[config.mk]
export PLATFORM = sky130hd
export DESIGN_NAME = mcs_cycle_seq
export DESIGN_NICKNAME = d
export VERILOG_FILES = /design/src/common/mcs_pkg.sv /design/src/common/mcs_step_if.sv /design/src/hw/mcs_cycle_seq.sv /design/src/hw/mcs_sel_decode.sv
export VERILOG_INCLUDE_DIRS = /design/src /design/src/common
export SDC_FILE = /design/constraint.sdc
export NUM_CORES = 1
export LEC_CHECK = 0
export BUFFER_PORTS_ARGS = -buffer_cell sky130_fd_sc_hd__buf_4
export CORE_MARGIN = 1.5
export CORE_UTILIZATION = 41
export CTS_BUF_LIST = sky130_fd_sc_hd__clkbuf_4
export DETAILED_ROUTE_END_ITERATION = 6
export GPL_ROUTABILITY_DRIVEN = 1
export PLACE_DENSITY = 0.79
export SLEW_MARGIN = 20
export SYNTH_ARGS = -nofsm -noshare
export SYNTH_HDL_FRONTEND = slang
export SYNTH_SLANG_ARGS = --single-unit
export TNS_END_PERCENT = 5
[constraint.sdc]
create_clock -name core_clk_i -period 4.66 [get_ports core_clk_i]
set_input_delay 0.699 -clock core_clk_i [delete_from_list [all_inputs] [get_ports core_clk_i]]
set_output_delay 0.699 -clock core_clk_i [all_outputs]
set_load 0.02 [all_outputs]
[src/common/mcs_params.svh]
// Purpose: timing counts and field positions of the measurement cycle sequencer
// Assumes: included by the design file and the assertion file
// Notes:   definitions only
`ifndef MCS_PARAMS_SVH
`define MCS_PARAMS_SVH
`define MCS_CFG_W          16
`define MCS_CNT_MSB        9
`define MCS_CNT_LSB        7
`define MCS_T2E_BIT        10
`define MCS_CODE_W         6
`define MCS_SHIFT_MAX      31
`define MCS_SHIFT_SPEC     20
`define MCS_CNT_RST        3'h0
`define MCS_PRECOMP_RST    6'h00
`define MCS_SHIFT_RST      6'h00
`define MCS_REP_RST        8'h00
`define MCS_SEL_RST        5'h01
`endif

[src/common/mcs_pkg.sv]
// Purpose: types of the measurement cycle sequencer
// Assumes: mcs_params.svh holds the numbers
// Notes:   input selector codes are one-hot
package mcs_pkg;
    typedef enum logic [4:0] {
        MCS_SEL_AZ     = 5'h01,
        MCS_SEL_DIODE  = 5'h02,
        MCS_SEL_BRTEMP = 5'h04,
        MCS_SEL_THERM  = 5'h08,
        MCS_SEL_BRIDGE = 5'h10
    } mcs_sel_t;
    typedef enum logic [1:0] {
        MCS_TSRC_DIODE  = 2'h0,
        MCS_TSRC_BRIDGE = 2'h1,
        MCS_TSRC_THERM  = 2'h2,
        MCS_TSRC_NONE   = 2'h3
    } mcs_tsrc_t;
endpackage : mcs_pkg

[src/common/mcs_step_if.sv]
// Purpose: step request/answer carrier between sequencer and selector decoder
// Assumes: one clock
// Notes:   none
`timescale 1ns/1ps
interface mcs_step_if;
    import mcs_pkg::*;
    logic     az;
    logic     temp;
    mcs_tsrc_t tsrc;
    mcs_sel_t sel;
    modport seq (output az, output temp, output tsrc, input sel);
    modport dec (input az, input temp, input tsrc, output sel);
endinterface : mcs_step_if

[src/hw/mcs_cycle_seq.sv]
// Purpose: sequences the input selector through start routine and measurement cycle
// Assumes: conversion done pulse from the converter on core_clk_i
// Notes:   the correction controller starts each cycle through its go pulse; conversion done advances the steps
// Overview of operation
// - six-bit analog offset precompensation code output
// - zero shift code accepted -31..31
// - digital offset cancel flagged for correction
// - fixed selector order over auto-zero, bridge and the two chosen temperature inputs
// - auto-zero shorts channel input
// - controller go pulse starts each cycle; conversion done paces each step
// - count from config bits 9:7
// - enable bit adds secondary temperature
// - start routine: bridge and auto-zero
// - start adds main temperature if enabled
// - only main temperature feeds correction
`timescale 1ns/1ps
`include "mcs_params.svh"
module mcs_cycle_seq
    import mcs_pkg::*;
(
    input  wire logic                     core_clk_i,
    input  wire logic                     reset_i,
    input  wire logic [`MCS_CFG_W-1:0]    cycle_config_word_i,
    input  wire logic [`MCS_CODE_W-1:0]   analog_offset_precomp_i,
    input  wire logic [`MCS_CODE_W-1:0]   zero_shift_steps_i,
    input  wire logic                     main_temp_enable_i,
    input  wire logic [1:0]               main_temp_source_i,
    input  wire logic [1:0]               second_temp_source_i,
    input  wire logic                     go_i,
    input  wire logic                     conv_done_i,
    output logic [4:0]                    input_selector_o,
    output logic                          conv_start_o,
    output logic                          busy_o,
    output logic                          start_done_o,
    output logic                          temp_corr_valid_o,
    output logic                          second_temp_valid_o,
    output logic                          bridge_valid_o,
    output logic                          digital_offset_cancel_o,
    output logic [`MCS_CODE_W-1:0]        analog_offset_precomp_o,
    output logic [`MCS_CODE_W-1:0]        zero_shift_steps_o,
    output logic                          zero_shift_in_spec_o
);
    typedef enum logic [5:0] {
        ST_IDLE   = 6'h01,
        ST_AZ     = 6'h02,
        ST_BRIDGE = 6'h04,
        ST_TAZ    = 6'h08,
        ST_TEMP   = 6'h10,
        ST_T2     = 6'h20
    } mcs_state_t;

    mcs_state_t state_q, state_d;
    logic       done_q;
    logic       wait_q;
    logic [7:0] rep_q;
    logic [4:0] sel_q;
    logic       conv_q, tv_q, t2v_q, bv_q, dc_q, spec_q;
    logic [5:0] pre_q, zs_q;

    mcs_step_if st ();
    mcs_sel_decode u_dec (.st(st));

    wire [2:0] cnt_code = cycle_config_word_i[`MCS_CNT_MSB:`MCS_CNT_LSB];
    wire [7:0] rep_last = 8'(({1'b0, 8'h01} << cnt_code) - 9'h001);
    wire       t2_en = cycle_config_word_i[`MCS_T2E_BIT];
    wire [5:0] zs_clamped = (zero_shift_steps_i == 6'h20) ? 6'h21 : zero_shift_steps_i;
    wire signed [5:0] zs_s = signed'(zs_clamped);
    wire       zs_spec = (zs_s <= 6'sh14) && (zs_s >= -6'sh14);
    wire       step_go = (state_q == ST_IDLE) ? go_i : (wait_q && conv_done_i);
    wire       in_start = !done_q;
    wire       rep_done = (rep_q == rep_last) || in_start;
    wire       cycle_go = (state_q == ST_IDLE) && go_i;
    wire       start_step = step_go && (state_d != ST_IDLE);
    wire       leave_cycle = (state_q != ST_IDLE) && (state_d == ST_IDLE);
    wire       bridge_done = (state_q == ST_BRIDGE) && step_go;
    wire       temp_done = (state_q == ST_TEMP) && step_go;
    wire       t2_done = (state_q == ST_T2) && step_go;

    // secondary step, with or without main temperature
    mcs_state_t after_main;
    assign after_main = (t2_en && !in_start) ? ST_T2 : ST_IDLE;

    // idle parks on the shorted input
    assign st.az     = (state_q == ST_IDLE) || (state_q == ST_AZ) || (state_q == ST_TAZ);
    assign st.temp   = (state_q == ST_TAZ) || (state_q == ST_TEMP) || (state_q == ST_T2);
    assign st.tsrc   = mcs_tsrc_t'((state_q == ST_T2) ? second_temp_source_i : main_temp_source_i);

    always_comb begin
        state_d = state_q;
        unique case (state_q)
            ST_IDLE:   if (go_i) state_d = ST_AZ;
            ST_AZ:     if (step_go) state_d = ST_BRIDGE;
            ST_BRIDGE: if (step_go && rep_done) state_d = main_temp_enable_i ? ST_TAZ : after_main;
                       else if (step_go) state_d = ST_AZ;
            ST_TAZ:    if (step_go) state_d = ST_TEMP;
            ST_TEMP:   if (step_go) state_d = after_main;
            ST_T2:     if (step_go) state_d = ST_IDLE;
        endcase
    end

    always_ff @(posedge core_clk_i) begin
        if (reset_i) begin
            state_q <= ST_IDLE;
        end else begin
            state_q <= state_d;
        end
    end

    always_ff @(posedge core_clk_i) begin
        if (reset_i) begin
            done_q <= 1'h0;
        end else if (leave_cycle) begin
            done_q <= 1'h1;
        end
    end

    // Busy from the first step start until the last step is answered
    always_ff @(posedge core_clk_i) begin
        if (reset_i) begin
            wait_q <= 1'h0;
        end else if (step_go) begin
            wait_q <= (state_d != ST_IDLE);
        end
    end

    always_ff @(posedge core_clk_i) begin
        if (reset_i) begin
            rep_q <= `MCS_REP_RST;
        end else if (cycle_go) begin
            rep_q <= `MCS_REP_RST;
        end else if (bridge_done) begin
            rep_q <= rep_q + 8'h01;
        end
    end

    // Selector settles one cycle after the step state
    always_ff @(posedge core_clk_i) begin
        if (reset_i) begin
            sel_q <= `MCS_SEL_RST;
        end else begin
            sel_q <= st.sel;
        end
    end

    always_ff @(posedge core_clk_i) begin
        if (reset_i) begin
            conv_q <= 1'h0;
        end else begin
            conv_q <= start_step;
        end
    end

    always_ff @(posedge core_clk_i) begin
        if (reset_i) begin
            bv_q <= 1'h0;
        end else begin
            bv_q <= bridge_done;
        end
    end

    always_ff @(posedge core_clk_i) begin
        if (reset_i) begin
            dc_q <= 1'h0;
        end else begin
            dc_q <= bridge_done;
        end
    end

    always_ff @(posedge core_clk_i) begin
        if (reset_i) begin
            tv_q <= 1'h0;
        end else begin
            tv_q <= temp_done;
        end
    end

    always_ff @(posedge core_clk_i) begin
        if (reset_i) begin
            t2v_q <= 1'h0;
        end else begin
            t2v_q <= t2_done;
        end
    end

    always_ff @(posedge core_clk_i) begin
        if (reset_i) begin
            pre_q <= `MCS_PRECOMP_RST;
        end else begin
            pre_q <= analog_offset_precomp_i;
        end
    end

    always_ff @(posedge core_clk_i) begin
        if (reset_i) begin
            zs_q <= `MCS_SHIFT_RST;
        end else begin
            zs_q <= zs_clamped;
        end
    end

    always_ff @(posedge core_clk_i) begin
        if (reset_i) begin
            spec_q <= 1'h0;
        end else begin
            spec_q <= zs_spec;
        end
    end

    assign input_selector_o        = sel_q;
    assign conv_start_o            = conv_q;
    assign busy_o                  = wait_q;
    assign start_done_o            = done_q;
    assign temp_corr_valid_o       = tv_q;
    assign second_temp_valid_o     = t2v_q;
    assign bridge_valid_o          = bv_q;
    assign digital_offset_cancel_o = dc_q;
    assign analog_offset_precomp_o = pre_q;
    assign zero_shift_steps_o      = zs_q;
    assign zero_shift_in_spec_o    = spec_q;
endmodule : mcs_cycle_seq

[src/hw/mcs_sel_decode.sv]
// Purpose: maps a cycle step to the input selector code
// Assumes: combinational
// Notes:   none
`timescale 1ns/1ps
module mcs_sel_decode
    import mcs_pkg::*;
(
    mcs_step_if.dec st
);
    wire mcs_sel_t temp_sel;
    assign temp_sel = (st.tsrc == MCS_TSRC_BRIDGE) ? MCS_SEL_BRTEMP :
                      (st.tsrc == MCS_TSRC_THERM)  ? MCS_SEL_THERM  : MCS_SEL_DIODE;
    assign st.sel = st.az ? MCS_SEL_AZ : (st.temp ? temp_sel : MCS_SEL_BRIDGE);
endmodule : mcs_sel_decode

* Word level (Yosys, flattened, before mapping) *
Index checks and enable logic that the tools add are counted.

storage, ports and cells
  flip-flop bits (word level) = 38
  output and inout port bits = 25
  logic and storage cells = 69

operators by class
  add/subtract/negate cells = 2
  magnitude comparators = 2
  eq/ne operators = 13
  shift operators = 1
  muxes and demuxes = 16
  bitwise operators = 1
  reduce and logical (&&, ||, !) cells = 20

operator list
  operator               count
  $mux W6                10
  $pmux W6 S6            1
  $eq A6 B1 Y1 const B   2
  $eq A6 B6 Y1 const B   2
  $ne A6 B1 Y1 const B   2
  $logic_and A1 B1 Y1    10
  $mux W5                2
  $add A8 B1 Y8 const B  1
  $eq A8 B8 Y1           1
  $shl A1 B3 Y8 const A  1
  $sub A8 B1 Y8 const B  1
  $eq A6 B2 Y1 const B   1
  $eq A6 B3 Y1 const B   1
  $eq A6 B4 Y1 const B   1
  $eq A6 B5 Y1 const B   1
  $ge A6 B6 Y1 const B   1
  $le A6 B6 Y1 const B   1
  $logic_or A1 B1 Y1     5
  $mux W4                1
  $reduce_or A2 Y1       2
  $reduce_or A4 Y1       1
  $reduce_or A3 Y1       1
  $eq A2 B1 Y1 const B   1
  $eq A2 B2 Y1 const B   1
  4 further kinds        4

* Logic depth before layout (Yosys ltp) *
Gate-level depths: netlist (run 1).

  depth in word-level cells = 9
  mapped depth = 8

* Cells and area by module *
A second synthesis (run 1) with hierarchy kept.

unflattened totals
  cell total of the unflattened synthesis = 203
  area, all modules = 1,795.5 um2

modules (own cells, without submodules)
  module          instances  cells each  area each (um2)  sequential area each (um2)
  mcs_cycle_seq   1          194         1,725.4          760.7
  mcs_sel_decode  1          9           70.1             0.0

* Worst setup path before layout (run 1) *
OpenSTA, ideal clock, no wires.

  kind = input port to flip-flop
  from = input go_i
  to = register wait_q, in the netlist busy_o
  setup time = 0.120 ns
  arrival time = 2.266 ns
  data required time = 4.540 ns
  path slack = 2.275 ns
  stages on the path = 7
  buffers on the path = 0
  cell sequence = and4bb_2 nand2_1 and2_1 a221o_1 a2111oi_1 nand4_1 o31a_1

between the ends
  word-level cells in the longest chain between the ends = 5
  elaborated cells on any way between the ends = 11

RTL lines
  element                                                line                                      source
  from (decl)                                            mcs_cycle_seq.sv:29                       input wire logic go_i,
  $mux W1                                                mcs_cycle_seq.sv:69                       wire step_go = (state_q == ST_IDLE) ? go_i : (wait_q && conv_done_i);
  $mux W6 / $logic_and A1 B1 Y1 (equally long branches)  mcs_cycle_seq.sv:94, mcs_cycle_seq.sv:93
  $mux W6                                                mcs_cycle_seq.sv:93                       ST_BRIDGE: if (step_go && rep_done) state_d = main_temp_enable_i ? ST_TAZ : after_main;
  $pmux W6 S6                                            mcs_cycle_seq.sv:90                       unique case (state_q)
  $ne A6 B1 Y1                                           mcs_cycle_seq.sv:122                      wait_q <= (state_d != ST_IDLE);
  to (signal assigned)                                   mcs_cycle_seq.sv:122
  to (decl)                                              mcs_cycle_seq.sv:54                       logic wait_q;

Parallel ways exist; a longest one is shown, timed or not.
A chain may end at the register's enable or synchronous reset.

* Worst setup path in the final report (run 1) *
  from = register state_q[4]
  to = register wait_q, in the netlist busy_o

between the ends
  word-level cells in the longest chain between the ends = 6
  elaborated cells on any way between the ends = 17

RTL lines
  element                                                line                                      source
  from (decl)                                            mcs_cycle_seq.sv:52                       mcs_state_t state_q, state_d;
  from (signal assigned)                                 mcs_cycle_seq.sv:105                      state_q <= state_d;
  $eq A6 B1 Y1                                           mcs_cycle_seq.sv:69, mcs_cycle_seq.sv:90
  $mux W1                                                mcs_cycle_seq.sv:69
  $mux W6 / $logic_and A1 B1 Y1 (equally long branches)  mcs_cycle_seq.sv:94, mcs_cycle_seq.sv:93
  $mux W6                                                mcs_cycle_seq.sv:93
  $pmux W6 S6                                            mcs_cycle_seq.sv:90
  $ne A6 B1 Y1                                           mcs_cycle_seq.sv:122

Parallel ways exist; a longest one is shown, timed or not.

==> flow_results.xml, run 1 <==
<?xml version="1.0" encoding="UTF-8"?>
<metrics>
  <group name="outcome">
    <metric name="outcome" unit="">finished clean</metric>
  </group>
  <group name="die">
    <metric name="dieWidth" unit="um">68.3</metric>
    <metric name="floorplan.initialDensity" unit="%">43.0</metric>
    <metric name="fp.coreArea" unit="um2">4060</metric>
    <metric name="overall_die_height" unit="um">68.3</metric>
    <metric name="std_cell_rows" unit="">23</metric>
    <metric name="floorplan.die_area" unit="um2">4660</metric>
    <metric name="ios" unit="">62</metric>
  </group>
  <group name="logic_synthesis">
    <metric name="total_of_flip_flops_plus_latches_after_synthesis" unit="">38</metric>
    <metric name="proportion_of_synthesized_flip_flops_having_asynchronous_set_or_reset" unit="%">0</metric>
    <metric name="synth_largest_type_area_fraction" unit="%">43.6</metric>
    <metric name="number_of_nets_in_the_synthesized_netlist" unit="">234</metric>
    <metric name="compound_cell_area_share_of_the_yosys_netlist" unit="%">16.6</metric>
    <metric name="dominant_combinational_cell_family_by_area_after_synthesis" unit="">simple AND/OR/NAND/NOR gates</metric>
    <metric name="netlist_area" unit="um2">1750</metric>
    <metric name="post_synth_fa_ha_maj_area_fraction" unit="%">0.716</metric>
    <metric name="synth_area_leaders" unit="">dfxtp_1, nor2_1, nor2b_1</metric>
    <metric name="yosys_warnings" unit="">0</metric>
    <metric name="synth_cells" unit="">196</metric>
    <metric name="edff_count_synth" unit="">0</metric>
    <metric name="synthesis.area_per_instance" unit="um2">8.91</metric>
    <metric name="synthDominantAreaCellType" unit="">dfxtp_1</metric>
    <metric name="synth_xor_area_share" unit="%">6.02</metric>
    <metric name="synth_seq_area_share" unit="%">43.6</metric>
    <metric name="synth_ff_type" unit="">dfxtp_1</metric>
    <metric name="synth.mux.area_fraction" unit="%">0.573</metric>
    <metric name="post_synthesis_share_of_cell_area_spent_on_and_or_nand_and_nor_gates" unit="%">28.8</metric>
    <metric name="synthDistinctLibCells" unit="">52</metric>
  </group>
  <group name="clocking">
    <metric name="h-tree-depth" unit="">2</metric>
    <metric name="worstSkewPairLatency" unit="ps">340</metric>
    <metric name="cts_hold_fix_bufs" unit="">0</metric>
    <metric name="cts_resized" unit="">0</metric>
    <metric name="clock_path_buffers" unit="">2</metric>
    <metric name="count_of_buffers_added_by_post_cts_timing_repair_for_setup" unit="">0</metric>
    <metric name="cts_tree" unit="">done</metric>
    <metric name="clk_pin_slew" unit="ps">110</metric>
    <metric name="cts.sink_count" unit="">38</metric>
    <metric name="clock_tree.root_cell" unit="">clkbuf_4</metric>
    <metric name="cts_buffer_count" unit="">5</metric>
  </group>
  <group name="run">
    <metric name="number_of_max_cap_violations" unit="">0</metric>
  </group>
  <group name="power">
    <metric name="worst_ir_drop_vdd" unit="mV">0.195</metric>
    <metric name="power_per_cell_area" unit="nW/um2">317</metric>
    <metric name="p_leak" unit="nW">0.949</metric>
    <metric name="total_power" unit="mW">0.712</metric>
  </group>
  <group name="final_layout">
    <metric name="final_net_count" unit="">282</metric>
    <metric name="layout.cells.most_common" unit="">buf_4</metric>
    <metric name="filler_cell_count" unit="">377</metric>
    <metric name="mostFrequentLayoutCells" unit="">buf_4, dfxtp_1, nor2_1</metric>
    <metric name="postLayoutCoreUtil" unit="%">55.3</metric>
    <metric name="post-route-cell-area" unit="um2">2240</metric>
    <metric name="num_antenna_cells" unit="">0</metric>
    <metric name="syn2layout_area_growth" unit="%">28.4</metric>
    <metric name="finish.cell_count_without_fillers" unit="">295</metric>
    <metric name="drive_gt1_share" unit="%">25.7</metric>
  </group>
  <group name="timing">
    <metric name="grt_setup_unrepaired" unit="">no</metric>
    <metric name="post-route-worst-setup-slack" unit="ps">1960</metric>
    <metric name="tightestPinTransition" unit="ps">489</metric>
    <metric name="whs" unit="ps">540</metric>
    <metric name="achievable-frequency" unit="MHz">371</metric>
    <metric name="final.setup_skew" unit="ps">4.59</metric>
    <metric name="max_slew_margin" unit="%">67.0</metric>
    <metric name="setup_violations" unit="">0</metric>
    <metric name="setup_tns" unit="ps">0</metric>
    <metric name="final.min_clock_period" unit="ps">2700</metric>
    <metric name="finalCritPeriodShare" unit="%">57.9</metric>
    <metric name="hold_viol" unit="">0</metric>
    <metric name="finalMaxSlewViolations" unit="">0</metric>
  </group>
  <group name="grt">
    <metric name="grt_antenna_before_repair" unit="">0</metric>
    <metric name="grt_overflow_total" unit="">0</metric>
    <metric name="largest_net_degree_at_the_start_of_global_routing" unit="">28</metric>
    <metric name="first_global_vias" unit="">1433</metric>
    <metric name="grt_util_all_layers" unit="%">18.4</metric>
    <metric name="grt_pass1_wl" unit="um">6330</metric>
  </group>
  <group name="placement">
    <metric name="gp_congestion" unit="">0.880</metric>
    <metric name="place_hpwl" unit="um">2810</metric>
    <metric name="portBuffers" unit="">49</metric>
    <metric name="place_area" unit="um2">2140</metric>
    <metric name="post-place-cells" unit="">287</metric>
    <metric name="place_worst_setup_slack" unit="ps">1890</metric>
  </group>
  <group name="critical_path">
    <metric name="crit_path_start_kind" unit="">flip-flop</metric>
    <metric name="crit_fanout" unit="">12</metric>
    <metric name="worstReg2RegStart" unit="">state_q[4]</metric>
    <metric name="timing.reg2reg.worst_path_depth" unit="">7</metric>
    <metric name="timing.critical_path.from" unit="">state_q[4]</metric>
    <metric name="r2r-end" unit="">busy_o</metric>
    <metric name="cp_data_arrival_time" unit="ps">2940</metric>
    <metric name="critical_path_class" unit="">reg -&gt; reg</metric>
    <metric name="timing.critical_path.to_type" unit="">flip-flop</metric>
    <metric name="critical_path_required" unit="ps">4910</metric>
    <metric name="setup.reg_to_reg.worst_slack" unit="ps">1960</metric>
  </group>
  <group name="route">
    <metric name="drt-total-wl" unit="um">3780</metric>
    <metric name="ant_nets" unit="">0</metric>
    <metric name="drt_iter0_drc" unit="">92</metric>
    <metric name="wl_per_cell" unit="um">12.8</metric>
    <metric name="detail_route.first_pass.iterations" unit="">4</metric>
    <metric name="route.detailed.drc" unit="">0</metric>
    <metric name="dr_total_vias" unit="">1618</metric>
    <metric name="detail_route.vias_per_cell" unit="">5.48</metric>
  </group>
  <group name="hold_path">
    <metric name="hold_path_depth" unit="">2</metric>
    <metric name="min_path_type" unit="">reg -&gt; reg</metric>
    <metric name="min_to" unit="">rep_q[1]</metric>
    <metric name="timing.hold.worst.start" unit="">rep_q[1]</metric>
  </group>
</metrics>
-- cells in the mapped netlist, types with 2 or more instances --
library cell and number:
a211oi_1 3, a21oi_1 8, a31oi_1 4, a32oi_1 2, and2_1 3, and3_1 6, clkbuf_1 6, dfxtp_1 38
inv_1 8, nand2_1 12, nand2b_1 3, nand3_1 2, nand4_1 4, nor2_1 25, nor2b_1 14, nor3_1 5
nor3b_1 4, nor4_1 2, o21ai_0 4, xnor2_1 5, xor2_1 7
-- layer usage --
| layer | GRT usage [%] | vias up | part of all wire (%) | wire, um |
|---|---|---|---|---|
| li1 | - | 802 | - | - |
| met5 | 0 | - | 0 | 0 |
| met1 | 22.9 | 740 | 44 | 1670 |
| met4 | 8.25 | 0 | 0.29 | 11 |
| met2 | 28.6 | 74 | 48 | 1800 |
| met3 | 6.25 | 2 | 7.9 | 299 |
-- logic make-up after synthesis --
logic type	Yosys count
simple gates	89
compound gates	39
flops	38
buf+inv	16
xor+xnor	12
mux	1
fa+ha+maj	1
-- how the worst max path moves through the flow --
stage          slack (ps)  cells past startpoint      endpoint
2_1_floorplan        2270                      7        busy_o
3_3_place_gp         1900                      8        busy_o
3_5_place_dp         1890                      8        busy_o
4_1_cts              1970                      7        busy_o
5_1_grt              1800                      7  start_done_o
6_report             1960                      7        busy_o
-- area by class of cell --
class / instances / area, um2 / area share, %
sequential: 38 / 761 / 33.9
tap: 50 / 62.6 / 2.79
timing repair buffer: 49 / 368 / 16.4
inverter: 8 / 30.0 / 1.34
clock inverter: 3 / 63.8 / 2.84
clock buffer: 5 / 37.5 / 1.67
multi-input combinational: 142 / 921 / 41.0
-- where the power goes --
| part | switching (mW) | internal, mW | leakage [nW] |
|---|---|---|---|
| clock network | 0.108 | 0.165 | 0.0528 |
| logic | 0.0499 | 0.0447 | 0.585 |
| registers | 0.00728 | 0.336 | 0.311 |
-- flip-flops by register name, indices dropped and copies added, names as in the netlist --
signal,cells
second_temp_valid_o,1
conv_start_o,1
busy_o,1
zero_shift_in_spec_o,1
state_q,6
rep_q,8
digital_offset_cancel_o,1
temp_corr_valid_o,1
input_selector_o,5
analog_offset_precomp_o,6
zero_shift_steps_o,6
start_done_o,1
-- worst max-delay path, cell delays in order, from the launching register on --
cell,delay (ps)
dfxtp_1,410
nor3_4,300
nand2_1,310
nor4b_2,290
a221o_1,360
a2111oi_1,400
nand4_1,230
o31a_1,310
Power figures use the tool's default switching activity.
==> run 2, diff against run 1 <==
==> constraint.sdc (replaced) <==
create_clock -name core_clk_i -period 2.79 [get_ports core_clk_i]
set_input_delay 0.4185 -clock core_clk_i [delete_from_list [all_inputs] [get_ports core_clk_i]]
set_output_delay 0.4185 -clock core_clk_i [all_outputs]
set_load 0.02 [all_outputs]
==> run 2 against run 1 <==
Net effect:
- sequential power rose by 67%
- power increased by 68%
- sequential share of layout area shrank 0.19 points
- non-clock buffer count grew 1
- clock power up 70%
- die area stayed put
- hold slack got worse by 280 ps
- utilization increased by 0.31 points
- setup slack worse by 1700 ps
- critical path type unchanged
- largest cell class unchanged
==> flow_results.xml, run 2 (synthesis gave the netlist of run 1 again) <==
<?xml version="1.0" encoding="UTF-8"?>
<metrics>
  <group name="final_layout">
    <metric name="num_antenna_cells" unit="">0</metric>
    <metric name="area_taken_by_flip_flops_and_latches" unit="um2">761</metric>
    <metric name="mostFrequentLayoutCells" unit="">buf_4, dfxtp_1, nor2_1</metric>
    <metric name="filler_cell_count" unit="">367</metric>
    <metric name="final_net_count" unit="">283</metric>
    <metric name="drive_gt1_share" unit="%">26.4</metric>
    <metric name="registers.top_by_ff_count" unit="">rep_q</metric>
    <metric name="flip_flop_count_of_the_largest_register_all_copies_and_words_added" unit="">8</metric>
    <metric name="syn2layout_area_growth" unit="%">29.2</metric>
    <metric name="multi_input_gate_area_in_the_final_layout" unit="um2">921</metric>
    <metric name="layout.cells.most_common" unit="">buf_4</metric>
  </group>
  <group name="critical_path">
    <metric name="timing.reg2reg.worst_path_depth" unit="">7</metric>
    <metric name="critical_path_required" unit="ps">3040</metric>
    <metric name="r2r-end" unit="">busy_o</metric>
    <metric name="cp_num_cells" unit="">7</metric>
    <metric name="crit_path_start_kind" unit="">flip-flop</metric>
    <metric name="setup.reg_to_reg.worst_slack" unit="ps">270</metric>
    <metric name="timing.critical_path.from" unit="">state_q[0]</metric>
    <metric name="crit_path_top_delay_cell" unit="">dfxtp_1</metric>
    <metric name="worst_setup_path_endpoint" unit="">busy_o</metric>
    <metric name="crit_path_max_incr_delay" unit="ps">510</metric>
    <metric name="cp_data_arrival_time" unit="ps">2770</metric>
    <metric name="worst-path-buf-inv" unit="">0</metric>
    <metric name="timing.critical_path.to_type" unit="">flip-flop</metric>
    <metric name="worst_path_dominant_cell_family" unit="">compound AO/OA/AOI/OAI gates</metric>
    <metric name="timing.critical_path.cells" unit="">and4bb_2 -&gt; nand2_1 -&gt; and2_1 -&gt; a221o_1 -&gt; a2111oi_1 -&gt; nand4_1 -&gt; o31a_1</metric>
    <metric name="critical_path_class" unit="">reg -&gt; reg</metric>
    <metric name="worstReg2RegStart" unit="">state_q[0]</metric>
    <metric name="crit_fanout" unit="">10</metric>
  </group>
  <group name="timing">
    <metric name="final.min_clock_period" unit="ps">2520</metric>
    <metric name="finalCritPeriodShare" unit="%">90.2</metric>
    <metric name="setup_tns" unit="ps">0</metric>
    <metric name="tightestPinTransition" unit="ps">484</metric>
    <metric name="hold_viol" unit="">0</metric>
    <metric name="grt_setup_unrepaired" unit="">no</metric>
    <metric name="final.setup_skew" unit="ps">17.6</metric>
    <metric name="max_slew_margin" unit="%">67.4</metric>
    <metric name="achievable-frequency" unit="MHz">397</metric>
    <metric name="finalMaxSlewViolations" unit="">0</metric>
    <metric name="whs" unit="ps">259</metric>
    <metric name="setup_violations" unit="">0</metric>
  </group>
  <group name="power">
    <metric name="p_leak" unit="nW">0.956</metric>
    <metric name="worst_ir_drop_vdd" unit="mV">0.385</metric>
    <metric name="total_power" unit="mW">1.20</metric>
    <metric name="power_per_cell_area" unit="nW/um2">530</metric>
  </group>
  <group name="placement">
    <metric name="place_hpwl" unit="um">2820</metric>
    <metric name="gp_congestion" unit="">0.889</metric>
    <metric name="portBuffers" unit="">49</metric>
  </group>
  <group name="grt">
    <metric name="first_global_vias" unit="">1430</metric>
    <metric name="grt_pass1_wl" unit="um">6100</metric>
    <metric name="grt_overflow_total" unit="">0</metric>
    <metric name="largest_net_degree_at_the_start_of_global_routing" unit="">28</metric>
    <metric name="grt_antenna_before_repair" unit="">0</metric>
    <metric name="grt_util_all_layers" unit="%">17.7</metric>
  </group>
  <group name="clocking">
    <metric name="cts_hold_fix_bufs" unit="">0</metric>
    <metric name="worstSkewPairLatency" unit="ps">350</metric>
    <metric name="h-tree-depth" unit="">2</metric>
    <metric name="cts_tree" unit="">done</metric>
    <metric name="count_of_buffers_added_by_post_cts_timing_repair_for_setup" unit="">0</metric>
    <metric name="cts.sink_count" unit="">38</metric>
    <metric name="clk_pin_slew" unit="ps">120</metric>
    <metric name="clock_tree.root_cell" unit="">clkbuf_4</metric>
    <metric name="clock_path_buffers" unit="">2</metric>
    <metric name="cts_buffer_count" unit="">5</metric>
    <metric name="cts_resized" unit="">0</metric>
  </group>
  <group name="route">
    <metric name="detail_route.first_pass.iterations" unit="">4</metric>
    <metric name="ant_nets" unit="">0</metric>
    <metric name="dr_total_vias" unit="">1574</metric>
    <metric name="wl_per_cell" unit="um">12.6</metric>
    <metric name="detail_route.vias_per_cell" unit="">5.32</metric>
    <metric name="drt_iter0_drc" unit="">93</metric>
    <metric name="drt-total-wl" unit="um">3720</metric>
    <metric name="route.detailed.drc" unit="">0</metric>
  </group>
  <group name="outcome">
    <metric name="outcome" unit="">finished clean</metric>
  </group>
  <group name="die">
    <metric name="dieWidth" unit="um">68.3</metric>
    <metric name="ios" unit="">62</metric>
    <metric name="std_cell_rows" unit="">23</metric>
    <metric name="floorplan.die_area" unit="um2">4660</metric>
    <metric name="floorplan.initialDensity" unit="%">43.0</metric>
    <metric name="fp.coreArea" unit="um2">4060</metric>
    <metric name="overall_die_height" unit="um">68.3</metric>
  </group>
  <group name="run">
    <metric name="number_of_max_cap_violations" unit="">0</metric>
  </group>
  <group name="hold_path">
    <metric name="min_path_type" unit="">in -&gt; reg</metric>
  </group>
</metrics>
[run 2: where the power goes]
part	switching [mW]	total (mW)	internal [mW]
Combinational	0.0829	0.158	0.0748
Sequential	0.0123	0.573	0.561
Clock	0.185	0.465	0.280
Total	0.280	1.20	0.916
[run 2: area by class of cell]
| cell class | count | share of cell area (%) |
|---|---|---|
| Multi-Input combinational cell | 142 | 40.8 |
| Timing Repair Buffer | 50 | 16.6 |
| Inverter | 8 | 1.33 |
| Sequential cell | 38 | 33.7 |
| Tap cell | 50 | 2.77 |
| Clock inverter | 3 | 3.05 |
| Clock buffer | 5 | 1.66 |
[run 2: stage by stage]
stage / area, um2 / instances / utilization, % / worst slack [ps]
floorplan: 1750 / 196 / - / 608
global placement: 2150 / 288 / 53.0 / 313
detailed placement: 2150 / 288 / 53.0 / 308
CTS: 2260 / 296 / 55.6 / 298
global route: 2260 / 296 / 55.6 / 156
finish: 2260 / 296 / 55.6 / 273
[run 2: worst min-delay path by stage]
stage | endpoint | slack [ps] | startpoint | cells past startpoint
after global placement | rep_q[1] | 510 | rep_q[1] | 2
after CTS | zero_shift_in_spec_o | 250 | zero_shift_steps_i[5] | 2
final | zero_shift_in_spec_o | 260 | zero_shift_steps_i[5] | 2
after detailed placement | rep_q[7] | 510 | rep_q[7] | 2
after floorplan | rep_q[7] | 480 | rep_q[7] | 2
after global routing | zero_shift_in_spec_o | 260 | zero_shift_steps_i[5] | 2
[run 2: per-layer routing]
metal	share of wire (%)	track usage (%)	vias up
met2	47	27.3	47
met1	45	21.8	725
met3	6.0	6.25	7
met5	0	0	-
met4	1.8	8.75	0
li1	-	-	795
==> run 3, diff against run 2 <==
--- a/config.mk
+++ b/config.mk
@@ -7,9 +7,11 @@
 export NUM_CORES = 1
 export LEC_CHECK = 0
 export BUFFER_PORTS_ARGS = -buffer_cell sky130_fd_sc_hd__buf_4
+export CAP_MARGIN = 20
 export CORE_MARGIN = 1.5
 export CORE_UTILIZATION = 41
 export CTS_BUF_LIST = sky130_fd_sc_hd__clkbuf_4
+export CTS_CLUSTER_SIZE = 20
 export DETAILED_ROUTE_END_ITERATION = 6
 export GPL_ROUTABILITY_DRIVEN = 1
 export PLACE_DENSITY = 0.79
==> constraint.sdc (replaced) <==
create_clock -name core_clk_i -period 2.9 [get_ports core_clk_i]
set_input_delay 0.435 -clock core_clk_i [delete_from_list [all_inputs] [get_ports core_clk_i]]
set_output_delay 0.435 -clock core_clk_i [all_outputs]
set_load 0.02 [all_outputs]
==> run 3 against run 2 <==
Net effect:
- clock power down 4%
- critical endpoint unchanged
- global-route usage rose by 0.57 points
- sequential power shrank 3.7%
- first-iteration DRC count shrank 39%
- critical path depth did not move
- hold slack improved by 25 ps
==> flow_results.xml, run 3 (synthesis gave the netlist of run 1 again) <==
<?xml version="1.0" encoding="UTF-8"?>
<metrics>
  <group name="outcome">
    <metric name="outcome" unit="">finished clean</metric>
  </group>
  <group name="critical_path">
    <metric name="timing.critical_path.to_type" unit="">flip-flop</metric>
    <metric name="critical_path_class" unit="">reg -&gt; reg</metric>
    <metric name="worst_path_dominant_cell_family" unit="">compound AO/OA/AOI/OAI gates</metric>
    <metric name="setup.reg_to_reg.worst_slack" unit="ps">350</metric>
    <metric name="timing.reg2reg.worst_path_depth" unit="">7</metric>
    <metric name="worst-path-buf-inv" unit="">0</metric>
    <metric name="crit_path_start_kind" unit="">flip-flop</metric>
    <metric name="crit_path_top_delay_cell" unit="">dfxtp_1</metric>
    <metric name="cp_num_cells" unit="">7</metric>
    <metric name="crit_path_max_incr_delay" unit="ps">520</metric>
    <metric name="timing.critical_path.cells" unit="">and4bb_2 -&gt; nand2_1 -&gt; and2_1 -&gt; a221o_1 -&gt; a2111oi_1 -&gt; nand4_1 -&gt; o31a_1</metric>
    <metric name="worstReg2RegStart" unit="">state_q[0]</metric>
    <metric name="crit_fanout" unit="">10</metric>
    <metric name="cp_data_arrival_time" unit="ps">2800</metric>
    <metric name="r2r-end" unit="">busy_o</metric>
    <metric name="critical_path_required" unit="ps">3150</metric>
  </group>
  <group name="timing">
    <metric name="achievable-frequency" unit="MHz">392</metric>
    <metric name="final.min_clock_period" unit="ps">2550</metric>
    <metric name="finalMaxSlewViolations" unit="">0</metric>
    <metric name="max_slew_margin" unit="%">65.0</metric>
    <metric name="hold_viol" unit="">0</metric>
    <metric name="tightestPinTransition" unit="ps">520</metric>
    <metric name="grt_setup_unrepaired" unit="">no</metric>
    <metric name="setup_tns" unit="ps">0</metric>
    <metric name="final.setup_skew" unit="ps">16.7</metric>
    <metric name="setup_violations" unit="">0</metric>
    <metric name="finalCritPeriodShare" unit="%">88.0</metric>
  </group>
  <group name="clocking">
    <metric name="clock_path_buffers" unit="">2</metric>
    <metric name="worstSkewPairLatency" unit="ps">350</metric>
    <metric name="clock_tree.root_cell" unit="">clkbuf_4</metric>
    <metric name="cts_resized" unit="">0</metric>
    <metric name="cts_buffer_count" unit="">5</metric>
    <metric name="cts_tree" unit="">done</metric>
    <metric name="h-tree-depth" unit="">2</metric>
    <metric name="cts_hold_fix_bufs" unit="">0</metric>
    <metric name="count_of_buffers_added_by_post_cts_timing_repair_for_setup" unit="">0</metric>
    <metric name="clk_pin_slew" unit="ps">120</metric>
    <metric name="cts.sink_count" unit="">38</metric>
  </group>
  <group name="grt">
    <metric name="globalRouteMet2Util" unit="%">28.4</metric>
    <metric name="global_route.usage.met3" unit="%">6.09</metric>
    <metric name="grt_overflow_total" unit="">0</metric>
    <metric name="first_global_vias" unit="">1448</metric>
    <metric name="busiest_layer" unit="">met2</metric>
    <metric name="grt_pass1_wl" unit="um">6310</metric>
    <metric name="grt_antenna_before_repair" unit="">0</metric>
    <metric name="grt_util_met1" unit="%">22.4</metric>
    <metric name="largest_net_degree_at_the_start_of_global_routing" unit="">28</metric>
    <metric name="grt_util_all_layers" unit="%">18.3</metric>
  </group>
  <group name="placement">
    <metric name="portBuffers" unit="">49</metric>
    <metric name="gp_congestion" unit="">0.880</metric>
    <metric name="place_hpwl" unit="um">2880</metric>
  </group>
  <group name="power">
    <metric name="p_leak" unit="nW">0.956</metric>
    <metric name="power_per_cell_area" unit="nW/um2">511</metric>
    <metric name="total_power" unit="mW">1.15</metric>
    <metric name="worst_ir_drop_vdd" unit="mV">0.400</metric>
  </group>
  <group name="final_layout">
    <metric name="syn2layout_area_growth" unit="%">29.2</metric>
    <metric name="layout.cells.most_common" unit="">buf_4</metric>
    <metric name="drive_gt1_share" unit="%">26.4</metric>
    <metric name="registers.top_by_ff_count" unit="">rep_q</metric>
    <metric name="final_net_count" unit="">283</metric>
    <metric name="num_antenna_cells" unit="">0</metric>
    <metric name="flip_flop_count_of_the_largest_register_all_copies_and_words_added" unit="">8</metric>
    <metric name="mostFrequentLayoutCells" unit="">buf_4, dfxtp_1, nor2_1</metric>
  </group>
  <group name="route">
    <metric name="route.detailed.drc" unit="">0</metric>
    <metric name="drt_iter0_drc" unit="">57</metric>
    <metric name="detail_route.first_pass.iterations" unit="">4</metric>
    <metric name="drt-total-wl" unit="um">3880</metric>
    <metric name="detail_route.vias_per_cell" unit="">5.44</metric>
    <metric name="wl_per_cell" unit="um">13.1</metric>
    <metric name="ant_nets" unit="">0</metric>
    <metric name="dr_total_vias" unit="">1610</metric>
  </group>
  <group name="hold_path">
    <metric name="min_path_type" unit="">in -&gt; reg</metric>
    <metric name="hold_path_depth" unit="">2</metric>
    <metric name="min_to" unit="">zero_shift_in_spec_o</metric>
    <metric name="timing.hold.worst.start" unit="">zero_shift_steps_i[5]</metric>
  </group>
  <group name="die">
    <metric name="std_cell_rows" unit="">23</metric>
    <metric name="floorplan.die_area" unit="um2">4660</metric>
    <metric name="ios" unit="">62</metric>
    <metric name="fp.coreArea" unit="um2">4060</metric>
    <metric name="overall_die_height" unit="um">68.3</metric>
    <metric name="floorplan.initialDensity" unit="%">43.0</metric>
    <metric name="dieWidth" unit="um">68.3</metric>
  </group>
  <group name="run">
    <metric name="number_of_max_cap_violations" unit="">0</metric>
  </group>
</metrics>
## run 3: cell type report
cell class                      instances  area, um2
Tap cell                               50       62.6
Clock buffer                            5       37.5
Multi-Input combinational cell        142        921
Sequential cell                        38        761
Clock inverter                          3       68.8
Inverter                                8       30.0
Fill cell                             387       1800
Timing Repair Buffer                   50        375
## run 3: routing by layer
metal / share of wire [%] / vias up
li1: - / 799
met1: 45 / 747
met2: 47 / 59
met3: 6.8 / 5
met4: 1.2 / 0
met5: 0 / -
## run 3: worst reg2reg max path: stages (launching register included)
cell,delay (ps)
dfxtp_1,520
and4bb_2,290
nand2_1,110
and2_1,230
a221o_1,330
a2111oi_1,420
nand4_1,240
o31a_1,330
## run 3: stage by stage
stage / instance area [um2] / instances / hold slack (ps) / utilization, % / setup WS, ps
finish: 2260 / 296 / 284 / 55.6 / 349
global route: 2260 / 296 / 263 / 55.6 / 185
floorplan: 1750 / 196 / 480 / - / 718
CTS: 2260 / 296 / 262 / 55.6 / 363
global placement: 2150 / 288 / 509 / 53.0 / 404
detailed placement: 2150 / 288 / 517 / 53.0 / 374
## run 3: where the power goes
| group | leakage, nW | internal [mW] | total (mW) | switching, mW |
|---|---|---|---|---|
| Sequential | 0.311 | 0.540 | 0.552 | 0.0122 |
| Clock | 0.0554 | 0.270 | 0.448 | 0.178 |
| Combinational | 0.589 | 0.0719 | 0.152 | 0.0804 |
## run 3: worst max path at each step
stage,from,to
floorplan,state_q[4],busy_o
global placement,go_i,busy_o
detailed placement,go_i,busy_o
CTS,state_q[0],busy_o
global route,state_q[0],busy_o
finish,state_q[0],busy_o
